**src/pkg/schop_pkg.sv**
```systemverilog
package schop_pkg;
  localparam int          WORD_W        = 16;
  localparam int          LONG_W        = 32;
  localparam int          FRAME_LEN     = 160;
  localparam int          LAR_CNT       = 8;
  localparam int          SUB_CNT       = 4;
  localparam int          SUB_PARS      = 17;
  localparam int          PAR_CNT       = LAR_CNT + SUB_CNT * SUB_PARS;
  localparam int          FIRST_CHECK   = LAR_CNT + SUB_PARS;
  localparam int          LTP_DEPTH     = 120;
  localparam int          STA_TAPS      = 8;
  localparam int          SYN_TAPS      = 9;
  localparam int          DIV_STEPS     = 15;
  localparam logic [15:0] HOME_LAG      = 16'h0028;
  localparam logic [15:0] ENC_HOME_PCM  = 16'h0008;
  localparam logic [15:0] SAMPLE_MASK   = 16'hFFF8;
  localparam logic [15:0] PARAM_MASK    = 16'h007F;
  localparam logic [15:0] MAX16         = 16'h7FFF;
  localparam logic [15:0] MIN16         = 16'h8000;
  localparam logic [31:0] MAX32         = 32'h7FFFFFFF;
  localparam logic [31:0] MIN32         = 32'h80000000;
  localparam logic [31:0] ROUND_HALF    = 32'h00004000;
  localparam int          FRAC_SHIFT    = 15;
  localparam logic [15:0] HP_LAG [0:PAR_CNT-1] = '{
    16'h0009, 16'h0017, 16'h000F, 16'h0008, 16'h0007, 16'h0003, 16'h0003, 16'h0002,
    16'h0028, 16'h0000, 16'h0000, 16'h0000, 16'h0004, 16'h0004, 16'h0004, 16'h0004, 16'h0004,
    16'h0004, 16'h0004, 16'h0004, 16'h0004, 16'h0004, 16'h0004, 16'h0004, 16'h0004,
    16'h0028, 16'h0000, 16'h0000, 16'h0000, 16'h0004, 16'h0004, 16'h0004, 16'h0004, 16'h0004,
    16'h0004, 16'h0004, 16'h0004, 16'h0004, 16'h0004, 16'h0004, 16'h0004, 16'h0004,
    16'h0028, 16'h0000, 16'h0000, 16'h0000, 16'h0004, 16'h0004, 16'h0004, 16'h0004, 16'h0004,
    16'h0004, 16'h0004, 16'h0004, 16'h0004, 16'h0004, 16'h0004, 16'h0004, 16'h0004,
    16'h0028, 16'h0000, 16'h0000, 16'h0000, 16'h0004, 16'h0004, 16'h0004, 16'h0004, 16'h0003,
    16'h0004, 16'h0004, 16'h0004, 16'h0004, 16'h0004, 16'h0004, 16'h0004, 16'h0004};
  typedef enum logic [3:0] {
    SCHOP_ADD, SCHOP_SUB, SCHOP_MULT, SCHOP_MULT_R, SCHOP_ABS, SCHOP_DIV,
    SCHOP_L_MULT, SCHOP_L_ADD, SCHOP_L_SUB, SCHOP_SHL, SCHOP_SHR, SCHOP_DEPOSIT, SCHOP_EXTRACT
  } schop_op_t;
endpackage : schop_pkg

```
**src/pkg/schop_alu_if.sv**
```systemverilog
`timescale 1ns/1ps
interface schop_alu_if;
  import schop_pkg::*;
  schop_op_t   op;
  logic        start;
  logic [15:0] a16;
  logic [15:0] b16;
  logic [31:0] a32;
  logic [31:0] b32;
  logic [15:0] res16;
  logic [31:0] res32;
  logic        done;
  modport master (output op, start, a16, b16, a32, b32, input res16, res32, done);
  modport slave  (input op, start, a16, b16, a32, b32, output res16, res32, done);
endinterface : schop_alu_if

```
**src/schop_alu.sv**
```systemverilog
`timescale 1ns/1ps
module schop_alu (
  input  wire logic  i_clk,
  input  wire logic  i_reset_n,
  schop_alu_if.slave alu
);
  import schop_pkg::*;
  logic signed [31:0] prod;
  logic signed [32:0] sum33;
  logic signed [16:0] sum17;
  logic        [15:0] r16;
  logic        [31:0] r32;
  logic        [31:0] div_num_reg;
  logic        [15:0] div_q_reg;
  logic        [4:0]  div_cnt_reg;
  logic               div_busy_reg;
  logic               div_end_reg;
  logic        [31:0] div_den_reg;
  logic signed [5:0]  sh;
  logic               both_min;
  always_comb begin
    prod     = $signed(alu.a16) * $signed(alu.b16);
    both_min = (alu.a16 == MIN16) && (alu.b16 == MIN16);
    sh       = $signed(alu.b16[5:0]);
    sum17    = 17'sd0;
    sum33    = 33'sd0;
    r16      = 16'h0000;
    r32      = 32'h00000000;
    unique case (alu.op)
      SCHOP_ADD, SCHOP_SUB: begin
        sum17 = (alu.op == SCHOP_ADD) ? ($signed({alu.a16[15], alu.a16}) + $signed({alu.b16[15], alu.b16}))
                                      : ($signed({alu.a16[15], alu.a16}) - $signed({alu.b16[15], alu.b16}));
        r16 = (sum17[16] == sum17[15]) ? sum17[15:0] : (sum17[16] ? MIN16 : MAX16);
      end
      SCHOP_MULT: r16 = both_min ? MAX16 : prod[30:15];
      SCHOP_MULT_R: begin
        r32 = 32'(prod + $signed(ROUND_HALF));
        r16 = both_min ? MAX16 : r32[30:15];
      end
      SCHOP_ABS: r16 = (alu.a16 == MIN16) ? MAX16 : (alu.a16[15] ? 16'(-alu.a16) : alu.a16);
      SCHOP_DIV: r16 = div_q_reg;
      SCHOP_L_MULT: r32 = {prod[30:0], 1'b0};
      SCHOP_L_ADD, SCHOP_L_SUB: begin
        sum33 = (alu.op == SCHOP_L_ADD) ? ($signed({alu.a32[31], alu.a32}) + $signed({alu.b32[31], alu.b32}))
                                        : ($signed({alu.a32[31], alu.a32}) - $signed({alu.b32[31], alu.b32}));
        r32 = (sum33[32] == sum33[31]) ? sum33[31:0] : (sum33[32] ? MIN32 : MAX32);
      end
      SCHOP_SHL: begin
        r16 = sh[5] ? 16'($signed(alu.a16) >>> (-sh)) : 16'(alu.a16 << sh);
        r32 = sh[5] ? 32'($signed(alu.a32) >>> (-sh)) : 32'(alu.a32 << sh);
      end
      SCHOP_SHR: begin
        r16 = sh[5] ? 16'(alu.a16 << (-sh)) : 16'($signed(alu.a16) >>> sh);
        r32 = sh[5] ? 32'(alu.a32 << (-sh)) : 32'($signed(alu.a32) >>> sh);
      end
      SCHOP_DEPOSIT: r32 = {{16{alu.a16[15]}}, alu.a16};
      SCHOP_EXTRACT: r16 = alu.a32[15:0];
    endcase
  end
  // restoring division, one quotient bit per clock
  always_ff @(posedge i_clk or negedge i_reset_n) begin
    if (!i_reset_n) begin
      div_busy_reg <= 1'b0;
      div_cnt_reg  <= 5'h00;
      div_num_reg  <= 32'h00000000;
      div_den_reg  <= 32'h00000000;
      div_q_reg    <= 16'h0000;
    end else if (alu.start && alu.op == SCHOP_DIV && !div_busy_reg) begin
      div_busy_reg <= (alu.a16 != alu.b16);
      div_cnt_reg  <= 5'h00;
      div_num_reg  <= {16'h0000, alu.a16};
      div_den_reg  <= {16'h0000, alu.b16};
      div_q_reg    <= (alu.a16 == alu.b16) ? MAX16 : 16'h0000;
    end else if (div_busy_reg) begin
      if ({div_num_reg[30:0], 1'b0} >= div_den_reg) begin
        div_num_reg <= {div_num_reg[30:0], 1'b0} - div_den_reg;
        div_q_reg   <= {div_q_reg[14:0], 1'b1};
      end else begin
        div_num_reg <= {div_num_reg[30:0], 1'b0};
        div_q_reg   <= {div_q_reg[14:0], 1'b0};
      end
      div_cnt_reg  <= div_cnt_reg + 5'h01;
      div_busy_reg <= (div_cnt_reg != 5'(DIV_STEPS - 1));
    end
  end
  // done trails the last quotient bit by a clock so the result register sees the finished quotient
  always_ff @(posedge i_clk or negedge i_reset_n) begin
    if (!i_reset_n) begin
      div_end_reg <= 1'b0;
    end else begin
      div_end_reg <= (div_busy_reg && div_cnt_reg == 5'(DIV_STEPS - 1))
                     || (alu.start && alu.op == SCHOP_DIV && alu.a16 == alu.b16 && !div_busy_reg);
    end
  end
  always_ff @(posedge i_clk or negedge i_reset_n) begin
    if (!i_reset_n) begin
      alu.res16 <= 16'h0000;
      alu.res32 <= 32'h00000000;
      alu.done  <= 1'b0;
    end else begin
      alu.res16 <= r16;
      alu.res32 <= r32;
      alu.done  <= (alu.start && alu.op != SCHOP_DIV) || div_end_reg;
    end
  end
endmodule : schop_alu

```
**src/schop_decoder_homing.sv**
```systemverilog
`timescale 1ns/1ps
// Function
// - replace output by encoder homing frame when home
// - home every sub-module after homing frame
// - in home state check LARs, subframe one
// - encoder home clears offset, tilt, LAR, delay
// - encoder homing also resets voice activity state
// - decoder home: lag 40, clear memories
// - datapath words are 16 or 32 bits
// - use only valid sample and parameter bits
// - left shift zero fills, negative shifts right
// - right shift sign extends, negative shifts left
// - 16-bit add saturates
// - 16-bit subtract saturates
// - frac multiply shifts by 15, clamps minima
// - rounded multiply adds 16384 first
// - abs of minimum gives 32767
// - fractional divide truncates, equal gives 32767
// - long product is doubled product
// - 32-bit add saturates
// - 32-bit subtract saturates
// - 16 to 32 sign-extends
// - 32 to 16 keeps low half
// - constants sign-extended before 32-bit use
// - encoder homing frame: 160 samples of 0008
// - homing detection compares every parameter outside home state; in home state, LARs, subframe one and the last word
module schop_decoder_homing (
  input  wire logic              i_clk,
  input  wire logic              i_reset_n,
  input  wire logic              i_par_valid,
  input  wire logic [15:0]       i_par_data,
  input  wire logic              i_par_last,
  input  wire logic              i_bad_frame,
  input  wire logic              i_enc_frame_done,
  input  wire logic              i_enc_homing_frame,
  input  wire logic              i_pcm_valid,
  input  wire logic [15:0]       i_pcm_data,
  input  wire logic              i_pcm_last,
  input  wire schop_pkg::schop_op_t i_alu_op,
  input  wire logic              i_alu_start,
  input  wire logic [15:0]       i_alu_a16,
  input  wire logic [15:0]       i_alu_b16,
  input  wire logic [31:0]       i_alu_a32,
  input  wire logic [31:0]       i_alu_b32,
  output logic                   o_alu_done,
  output logic [15:0]            o_alu_res16,
  output logic [31:0]            o_alu_res32,
  output logic                   o_pcm_valid,
  output logic [15:0]            o_pcm_data,
  output logic                   o_pcm_last,
  output logic                   o_dec_home_pulse,
  output logic                   o_dec_in_home,
  output logic                   o_enc_home_pulse,
  output logic [15:0]            o_dec_prev_lag,
  output logic                   o_homing_detect
);
  import schop_pkg::*;
  // pins from the frame source arrive asynchronously: two stages each
  logic        pv_s1_reg, pv_s2_reg, pl_s1_reg, pl_s2_reg, bf_s1_reg, bf_s2_reg;
  logic [15:0] pd_s1_reg, pd_s2_reg;
  logic        sv_s1_reg, sv_s2_reg, sl_s1_reg, sl_s2_reg;
  logic [15:0] sd_s1_reg, sd_s2_reg;
  logic        ed_s1_reg, ed_s2_reg, eh_s1_reg, eh_s2_reg;
  logic [6:0]  par_idx_reg;
  logic        match_reg, match_first_reg, bad_reg, home_reg, replace_reg, home_pend_reg;
  logic [15:0] par_valid_bits;
  logic        par_hit;
  logic [15:0] dec_ltp_delay_line [0:LTP_DEPTH-1];
  logic [15:0] rx_prev_area_ratios [0:LAR_CNT-1];
  logic [15:0] synthesis_lattice_memory [0:SYN_TAPS-1];
  logic [15:0] deemphasis_filter_state;
  logic [15:0] offset_fir_state;
  logic [31:0] offset_iir_accum;
  logic [15:0] tilt_filter_last_input;
  logic [15:0] prev_decoded_area_ratios [0:LAR_CNT-1];
  logic [15:0] analysis_lattice_memory [0:STA_TAPS-1];
  logic [15:0] ltp_delay_line [0:LTP_DEPTH-1];
  logic        voice_act_state_reg;
  logic        cng_state_reg;
  schop_alu_if alu_bus ();
  assign alu_bus.op    = i_alu_op;
  assign alu_bus.start = i_alu_start;
  assign alu_bus.a16   = i_alu_a16;
  assign alu_bus.b16   = i_alu_b16;
  assign alu_bus.a32   = i_alu_a32;
  assign alu_bus.b32   = i_alu_b32;
  schop_alu u_alu (
    .i_clk     (i_clk),
    .i_reset_n (i_reset_n),
    .alu       (alu_bus.slave)
  );
  always_ff @(posedge i_clk or negedge i_reset_n) begin
    if (!i_reset_n) begin
      o_alu_done  <= 1'b0;
      o_alu_res16 <= 16'h0000;
      o_alu_res32 <= 32'h00000000;
    end else begin
      o_alu_done  <= alu_bus.done;
      o_alu_res16 <= alu_bus.res16;
      o_alu_res32 <= alu_bus.res32;
    end
  end
  always_ff @(posedge i_clk or negedge i_reset_n) begin
    if (!i_reset_n) begin
      {pv_s1_reg, pv_s2_reg, pl_s1_reg, pl_s2_reg, bf_s1_reg, bf_s2_reg} <= 6'h00;
      {sv_s1_reg, sv_s2_reg, sl_s1_reg, sl_s2_reg} <= 4'h0;
      {ed_s1_reg, ed_s2_reg, eh_s1_reg, eh_s2_reg} <= 4'h0;
      pd_s1_reg <= 16'h0000;
      pd_s2_reg <= 16'h0000;
      sd_s1_reg <= 16'h0000;
      sd_s2_reg <= 16'h0000;
    end else begin
      pv_s1_reg <= i_par_valid;
      pv_s2_reg <= pv_s1_reg;
      pl_s1_reg <= i_par_last;
      pl_s2_reg <= pl_s1_reg;
      bf_s1_reg <= i_bad_frame;
      bf_s2_reg <= bf_s1_reg;
      pd_s1_reg <= i_par_data;
      pd_s2_reg <= pd_s1_reg;
      sv_s1_reg <= i_pcm_valid;
      sv_s2_reg <= sv_s1_reg;
      sl_s1_reg <= i_pcm_last;
      sl_s2_reg <= sl_s1_reg;
      sd_s1_reg <= i_pcm_data;
      sd_s2_reg <= sd_s1_reg;
      ed_s1_reg <= i_enc_frame_done;
      ed_s2_reg <= ed_s1_reg;
      eh_s1_reg <= i_enc_homing_frame;
      eh_s2_reg <= eh_s1_reg;
    end
  end
  always_comb begin
    par_valid_bits = pd_s2_reg & PARAM_MASK;
    par_hit        = (par_idx_reg < 7'(PAR_CNT)) && (par_valid_bits == HP_LAG[par_idx_reg]);
  end
  // the frame is judged while it streams; only the verdict waits for the frame end
  always_ff @(posedge i_clk or negedge i_reset_n) begin
    if (!i_reset_n) begin
      par_idx_reg     <= 7'h00;
      match_reg       <= 1'b1;
      match_first_reg <= 1'b1;
      bad_reg         <= 1'b0;
    end else if (pv_s2_reg) begin
      if (pl_s2_reg) begin
        par_idx_reg     <= 7'h00;
        match_reg       <= 1'b1;
        match_first_reg <= 1'b1;
        bad_reg         <= 1'b0;
      end else begin
        par_idx_reg     <= par_idx_reg + 7'h01;
        match_reg       <= match_reg & par_hit;
        match_first_reg <= match_first_reg & (par_hit | (par_idx_reg >= 7'(FIRST_CHECK)));
        bad_reg         <= bad_reg | bf_s2_reg;
      end
    end
  end
  logic frame_is_homing;
  always_comb begin
    // in home state the short check suffices; a shorter frame than PAR_CNT never matches
    frame_is_homing = !(bad_reg | bf_s2_reg) && par_hit && (par_idx_reg == 7'(PAR_CNT - 1))
                      && (home_reg ? match_first_reg : match_reg);
  end
  always_ff @(posedge i_clk or negedge i_reset_n) begin
    if (!i_reset_n) begin
      o_homing_detect <= 1'b0;
      replace_reg     <= 1'b0;
      home_pend_reg   <= 1'b0;
    end else begin
      o_homing_detect <= pv_s2_reg && pl_s2_reg && frame_is_homing;
      if (pv_s2_reg && pl_s2_reg) begin
        replace_reg   <= frame_is_homing && home_reg;
        home_pend_reg <= frame_is_homing;
      end else if (sv_s2_reg && sl_s2_reg) begin
        replace_reg   <= 1'b0;
        home_pend_reg <= 1'b0;
      end
    end
  end
  // output frame: decoded normally, overwritten only when the decoder started home
  always_ff @(posedge i_clk or negedge i_reset_n) begin
    if (!i_reset_n) begin
      o_pcm_valid <= 1'b0;
      o_pcm_data  <= 16'h0000;
      o_pcm_last  <= 1'b0;
    end else begin
      o_pcm_valid <= sv_s2_reg;
      o_pcm_last  <= sv_s2_reg & sl_s2_reg;
      o_pcm_data  <= replace_reg ? ENC_HOME_PCM : (sd_s2_reg & SAMPLE_MASK);
    end
  end
  logic dec_home_now;
  assign dec_home_now = home_pend_reg && sv_s2_reg && sl_s2_reg;
  // home state is left when a non-homing frame starts decoding
  always_ff @(posedge i_clk or negedge i_reset_n) begin
    if (!i_reset_n) begin
      home_reg         <= 1'b1;
      o_dec_home_pulse <= 1'b0;
      o_dec_in_home    <= 1'b1;
    end else begin
      o_dec_home_pulse <= dec_home_now;
      if (dec_home_now) begin
        home_reg <= 1'b1;
      end else if (pv_s2_reg && pl_s2_reg && !frame_is_homing) begin
        home_reg <= 1'b0;
      end
      o_dec_in_home <= home_reg;
    end
  end
  always_ff @(posedge i_clk or negedge i_reset_n) begin
    if (!i_reset_n) begin
      o_dec_prev_lag          <= HOME_LAG;
      deemphasis_filter_state <= 16'h0000;
      cng_state_reg           <= 1'b0;
      for (int i = 0; i < LTP_DEPTH; i++) dec_ltp_delay_line[i] <= 16'h0000;
      for (int i = 0; i < LAR_CNT; i++) rx_prev_area_ratios[i] <= 16'h0000;
      for (int i = 0; i < SYN_TAPS; i++) synthesis_lattice_memory[i] <= 16'h0000;
    end else if (dec_home_now) begin
      o_dec_prev_lag          <= HOME_LAG;
      deemphasis_filter_state <= 16'h0000;
      cng_state_reg           <= 1'b0;
      for (int i = 0; i < LTP_DEPTH; i++) dec_ltp_delay_line[i] <= 16'h0000;
      for (int i = 0; i < LAR_CNT; i++) rx_prev_area_ratios[i] <= 16'h0000;
      for (int i = 0; i < SYN_TAPS; i++) synthesis_lattice_memory[i] <= 16'h0000;
    end else begin
      if (sv_s2_reg) begin
        deemphasis_filter_state <= sd_s2_reg & SAMPLE_MASK;
        cng_state_reg           <= 1'b1;
      end
      // last subframe lag is kept; a homing reset overrides it at the frame end
      if (pv_s2_reg && par_idx_reg == 7'(PAR_CNT - SUB_PARS)) begin
        o_dec_prev_lag <= par_valid_bits;
      end
    end
  end
  logic enc_home_now;
  assign enc_home_now = ed_s2_reg && eh_s2_reg;
  always_ff @(posedge i_clk or negedge i_reset_n) begin
    if (!i_reset_n) begin
      o_enc_home_pulse       <= 1'b0;
      offset_fir_state       <= 16'h0000;
      offset_iir_accum       <= 32'h00000000;
      tilt_filter_last_input <= 16'h0000;
      voice_act_state_reg    <= 1'b0;
      for (int i = 0; i < LAR_CNT; i++) prev_decoded_area_ratios[i] <= 16'h0000;
      for (int i = 0; i < STA_TAPS; i++) analysis_lattice_memory[i] <= 16'h0000;
      for (int i = 0; i < LTP_DEPTH; i++) ltp_delay_line[i] <= 16'h0000;
    end else begin
      o_enc_home_pulse <= enc_home_now;
      if (enc_home_now) begin
        offset_fir_state       <= 16'h0000;
        offset_iir_accum       <= 32'h00000000;
        tilt_filter_last_input <= 16'h0000;
        voice_act_state_reg    <= 1'b0;
        for (int i = 0; i < LAR_CNT; i++) prev_decoded_area_ratios[i] <= 16'h0000;
        for (int i = 0; i < STA_TAPS; i++) analysis_lattice_memory[i] <= 16'h0000;
        for (int i = 0; i < LTP_DEPTH; i++) ltp_delay_line[i] <= 16'h0000;
      end else if (ed_s2_reg) begin
        voice_act_state_reg <= 1'b1;
      end
    end
  end
endmodule : schop_decoder_homing

```
**config.mk**
```make
export PLATFORM = sky130hd
export DESIGN_NAME = schop_decoder_homing
export DESIGN_NICKNAME = d
export VERILOG_FILES = /design/src/pkg/schop_pkg.sv /design/src/pkg/schop_alu_if.sv /design/src/schop_alu.sv /design/src/schop_decoder_homing.sv
export SDC_FILE = /design/constraint.sdc
export NUM_CORES = 2
export LEC_CHECK = 0
export BUFFER_PORTS_ARGS = -buffer_cell sky130_fd_sc_hd__buf_4
export CAP_MARGIN = 30
export CORE_ASPECT_RATIO = 0.5
export CORE_MARGIN = 2
export CORE_UTILIZATION = 58
export CTS_BUF_LIST = sky130_fd_sc_hd__clkbuf_16
export CTS_CLUSTER_DIAMETER = 30
export DETAILED_ROUTE_END_ITERATION = 16
export GPL_TIMING_DRIVEN = 0
export PLACE_DENSITY = 0.76
export RECOVER_POWER = 50
export SLEW_MARGIN = 40
export SYNTH_ARGS = -nofsm -noshare
export SYNTH_HDL_FRONTEND = slang
export SYNTH_SLANG_ARGS = --single-unit
```
**constraint.sdc**
```tcl
create_clock -name i_clk -period 2.73 [get_ports i_clk]
set_clock_uncertainty 0.2 [all_clocks]
set_input_delay 0.273 -clock i_clk [delete_from_list [all_inputs] [get_ports i_clk]]
set_output_delay 0.273 -clock i_clk [all_outputs]
set_load 0.01 [all_outputs]
```
==> flow_summary.json, run 1 <==
{
  "status": "did not finish",
  "cts_root_buffer": "clkbuf_16",
  "synth_ff_type": "dfrtp_1",
  "syn_area_per_cell_sq_um": 7.98,
  "overflow": 152,
  "die_x_microns": 353,
  "initial_core_util": 0.592,
  "row_count": 63,
  "io-pin-count": 229,
  "synth_area_sq_um": 35300,
  "yosys_warnings": 0,
  "ys_ff_latch": 261,
  "async_reset_ff_frac": 1.00,
  "place_congestion": 1.42,
  "grt_max_degree": 83,
  "clockBufferDepth": 3,
  "die_y_microns": 178,
  "grt-worst-endpoint": "u_alu.alu.res32[26]$_DFF_PN0_/D",
  "worst_endpoint_kind": "register input",
  "grt_usage": 0.774,
  "netlist_instances": 4424,
  "htreeDepth": 2,
  "stop_stage": "global routing (5_1_grt)",
  "cts_sinks": 261,
  "synth_edf_count": 0,
  "yosysSeqAreaShare": 0.185,
  "firstError": "[ERROR GRT-0232] Routing congestion too high. Check the congestion heatmap in the GUI.",
  "portBuffers": 202,
  "ys_types": 101,
  "place_area_sq_um": 38700,
  "numCtsBuffers": 37,
  "hpwl_microns": 143000
}
repair_timing:
item | 4_1_cts
gates cloned | 2
pin swaps | 152
hold buffers | 31
resized for setup | 490
buffers inserted | 117
endpoints found under the hold margin | 217
setup endpoints to repair | 117
synthesized netlist by cell type (73+ instances only):
master,n,area [sq um]
nand2_1,511,1920
inv_1,389,1460
nor2_1,360,1350
o21ai_0,339,1700
a21oi_1,302,1510
fa_1,266,5330
dfrtp_1,255,6380
clkbuf_1,246,923
ha_1,180,2250
mux2i_1,168,1680
xnor2_1,111,972
nand3_1,92,460
and2_1,91,569
a211oi_1,79,593
mux2_2,73,822
per-stage QoR:
| step | setup WS (ps) | TNS (ps) | cells |
|---|---|---|---|
| 2_1_floorplan | -4870 | -179910 | 4435 |
| 3_3_place_gp | -7110 | -518400 | 5449 |
| 3_5_place_dp | -7170 | -329220 | 5455 |
| 4_1_cts | -4780 | -187080 | 5665 |
per-layer routing:
metal	global-route usage	overflow
met5	0.364	2
met4	0.730	69
met3	0.654	3
met2	0.920	72
met1	0.786	6
cells by family after synthesis:
logic type	share of synthesized area
compound gates	0.217
mux	0.0824
flops	0.185
buf+inv	0.0778
fa+ha+maj	0.215
xor+xnor	0.0417
simple gates	0.181
other cells	0.000106
==> run 2, diff against run 1 <==
Settings changed: CORE_ASPECT_RATIO 0.5 to unset, CORE_UTILIZATION 58 to 40, CTS_BUF_LIST sky130_fd_sc_hd__clkbuf_16 to unset, CTS_CLUSTER_DIAMETER 30 to unset, PLACE_DENSITY 0.76 to unset, PLACE_DENSITY_LB_ADDON set to 0.15.
Clock period 2.73 ns to 3.5 ns, I/O delays scaled along.
==> run 2 against run 1 <==
The flow now finishes, with violations (capacitance limit, slew limit, setup timing); area after synthesis stayed put; synthesized cell count stayed put.
==> flow_summary.json, run 2 <==
{
  "status": "finished with violations",
  "failed_checks": "capacitance limit, slew limit, setup timing",
  "cts_sinks": 261,
  "finalCritPeriodShare": 2.15,
  "die_x_microns": 301,
  "ant_nets": 0,
  "vias": 39400,
  "synth_ff_type": "dfrtp_1",
  "timing.fmax_mhz": 133,
  "slew_viol_final": 48,
  "clkLatencyLatePin_ps": 510,
  "drive_gt1_frac": 0.217,
  "drcViolationCount": 0,
  "cts_tree": "done",
  "rsz0062_at_grt": "true",
  "synth_edf_count": 0,
  "ys_types": 101,
  "hpwl_microns": 164000,
  "worst_pin_slew_ps": 2520,
  "cp-start-kind": "input pin",
  "cts_root_buffer": "clkbuf_16",
  "synth_area_leader_cell": "dfrtp_1",
  "layout_commonest_cell": "nand2_1",
  "drv_cap": 1,
  "synth.top_cell.area_share": 0.181,
  "post-route-util": 0.513,
  "worstSetupPathType": "input pin to flip-flop",
  "critPathBufInv": 9,
  "fillers": 8439,
  "overflow": 0,
  "htreeDepth": 1,
  "initial_core_util": 0.405,
  "crit_arrival_ps": 7700,
  "worstSetupEndpointType": "flip-flop",
  "viasPerCell": 6.49,
  "synth_common_cells": "nand2_1, inv_1, nor2_1",
  "cpMostUsedCell": "fa_1",
  "top_usage_layer": "met2",
  "synth.most_common_cell": "nand2_1",
  "use_met3": 0.168,
  "first_global_vias": 37600,
  "hold_viol": 0,
  "grt_usage": 0.445,
  "setup_ws_ps": -4010,
  "hold_path.class": "input pin to flip-flop",
  "grt_use_met1": 0.584,
  "grt_max_degree": 77,
  "slowest_delay_ps": 590,
  "routed_wl_microns": 207000,
  "die_area_sq_um": 90600,
  "yosysSeqAreaShare": 0.185,
  "syn_area_per_cell_sq_um": 7.98,
  "die_y_microns": 301,
  "wl_per_cell_microns": 34.1,
  "place_congestion": 1.13,
  "crit_slowest_cell": "or4_4",
  "final_nets": 5481,
  "slew_headroom": -0.680,
  "yosys_warnings": 0,
  "cpLargestDelayFamily": "adder cells",
  "clockBufferDepth": 3,
  "async_reset_ff_frac": 1.00,
  "ys_ff_latch": 261,
  "met2_usage": 0.634,
  "row_count": 108,
  "grt_pass1_wl_microns": 286000,
  "antenna_found_initial": 19,
  "core_area_sq_um": 87200,
  "yosys-top-cells-area": "dfrtp_1, fa_1, ha_1",
  "final_cell_mix": "nand2_1, inv_1, nor2_1",
  "fin_crit_ps": 7510,
  "cp_max_fo": 10,
  "io-pin-count": 229,
  "numCtsBuffers": 22,
  "critPathRequiredTime_ps": 3690,
  "netlist_instances": 4424,
  "cts.clk_slew.worst_paths_ps": 70,
  "synth_area_sq_um": 35300,
  "first_pass_iters": 8,
  "drt-initial-drc-count": 5598,
  "portBuffers": 202,
  "setup_viol": 118,
  "areaGrowthSynthToFinish_pct": 26.8
}
==> run 2: cell counts after synthesis <==
Identical to the previous run, type by type.
==> run 2: worst paths after layout <==
| check | to | start | slack [ps] | depth (start not counted) |
|---|---|---|---|---|
| min reg2reg | o_alu_res16[1]$_DFF_PN0_ | u_alu.alu.res16[1]$_DFF_PN0_ | 140 | 0 |
| min | u_alu.div_den_reg[12]$_DFFE_PN0P_ | i_alu_b16[12] | 60 | 3 |
| max | u_alu.alu.res16[11]$_DFF_PN0_ | i_alu_b16[4] | -4010 | 26 |
| min in group asynchronous | u_alu.div_num_reg[16]$_DFFE_PN0P_ | i_reset_n | 960 | 2 |
| max in group asynchronous | u_alu.alu.res32[14]$_DFF_PN0_ | i_reset_n | -220 | 5 |
| max reg2reg | u_alu.div_num_reg[12]$_DFFE_PN0P_ | u_alu.div_den_reg[0]$_DFFE_PN0P_ | 210 | 11 |
==> run 2: kinds of logic (layout without fill, tap and decap cells) <==
kind of cell | after synthesis | after routing | share of synthesized area
AOI/OAI and AO/OA | 1207 | 1207 | 0.217
xor gates and xnor gates | 166 | 166 | 0.0417
adders and majority gates | 446 | 446 | 0.215
buffers and inverters | 711 | 1185 | 0.0778
DFF | 261 | 261 | 0.185
muxes | 259 | 259 | 0.0824
other | 1 | 19 | 0.000106
and+or+nand+nor | 1373 | 1373 | 0.181
==> run 2: layer usage <==
layer	up-vias	wire length [microns]	share of wire
met5	-	138	0.00067
met3	742	29000	0.14
met2	2898	83400	0.40
met4	20	13600	0.066
met1	19300	81100	0.39
li1	16400	-	-
==> run 2: worst reg2reg max path, cell delays in order, from the launching register on <==
cell and delay, ps:
dfrtp_1 440, fa_1 460, nand2b_1 160, a21oi_1 200, o21ai_0 200, a211oi_1 350
or3_1 200, clkbuf_2 290, clkbuf_2 320, nand2_1 90, o211ai_1 110, o21ai_0 120
==> run 2: layout make-up <==
| cell class | count | area [sq um] | area share |
|---|---|---|---|
| diodes | 7 | 17.5 | 0.000391 |
| plain buffers | 304 | 2400 | 0.0536 |
| clock buffers | 27 | 601 | 0.0134 |
| clock inverters | 13 | 149 | 0.00333 |
| inverters | 391 | 1510 | 0.0337 |
| multi-input cells | 3463 | 28300 | 0.632 |
| flip-flops and latches | 261 | 6540 | 0.146 |
| well taps | 1155 | 1450 | 0.0323 |
| repair buffers | 450 | 3790 | 0.0848 |
==> run 2: what timing repair did <==
action | 4_1_cts | 5_1_grt
resized for setup | 432 | 393
buffers inserted | 102 | 115
gates cloned | 2 | 4
pin swaps | 120 | 141
endpoints found under the hold margin | 139 | 0
hold buffers | 28 | 0
endpoints found under the setup margin | 76 | 76
==> run 2: per-stage QoR <==
step / cells / setup TNS [ps] / hold slack (ps) / setup slack, ps / instance area [sq um]
3_3_place_gp: 5792 / -372750 / 132 / -6970 / 38800
4_1_cts: 5966 / -159010 / 31.7 / -4380 / 42900
2_1_floorplan: 4435 / -146610 / -146 / -4170 / 35800
5_1_grt: 6066 / -243710 / 53.8 / -4080 / 44700
6_report: 6071 / -163380 / 64.1 / -4010 / 44800
3_5_place_dp: 5798 / -291470 / 78.6 / -6710 / 39100
Power of run 2 is not shown: default switching activity piles up to over one toggle a cycle in this logic, so the estimate is an artifact.
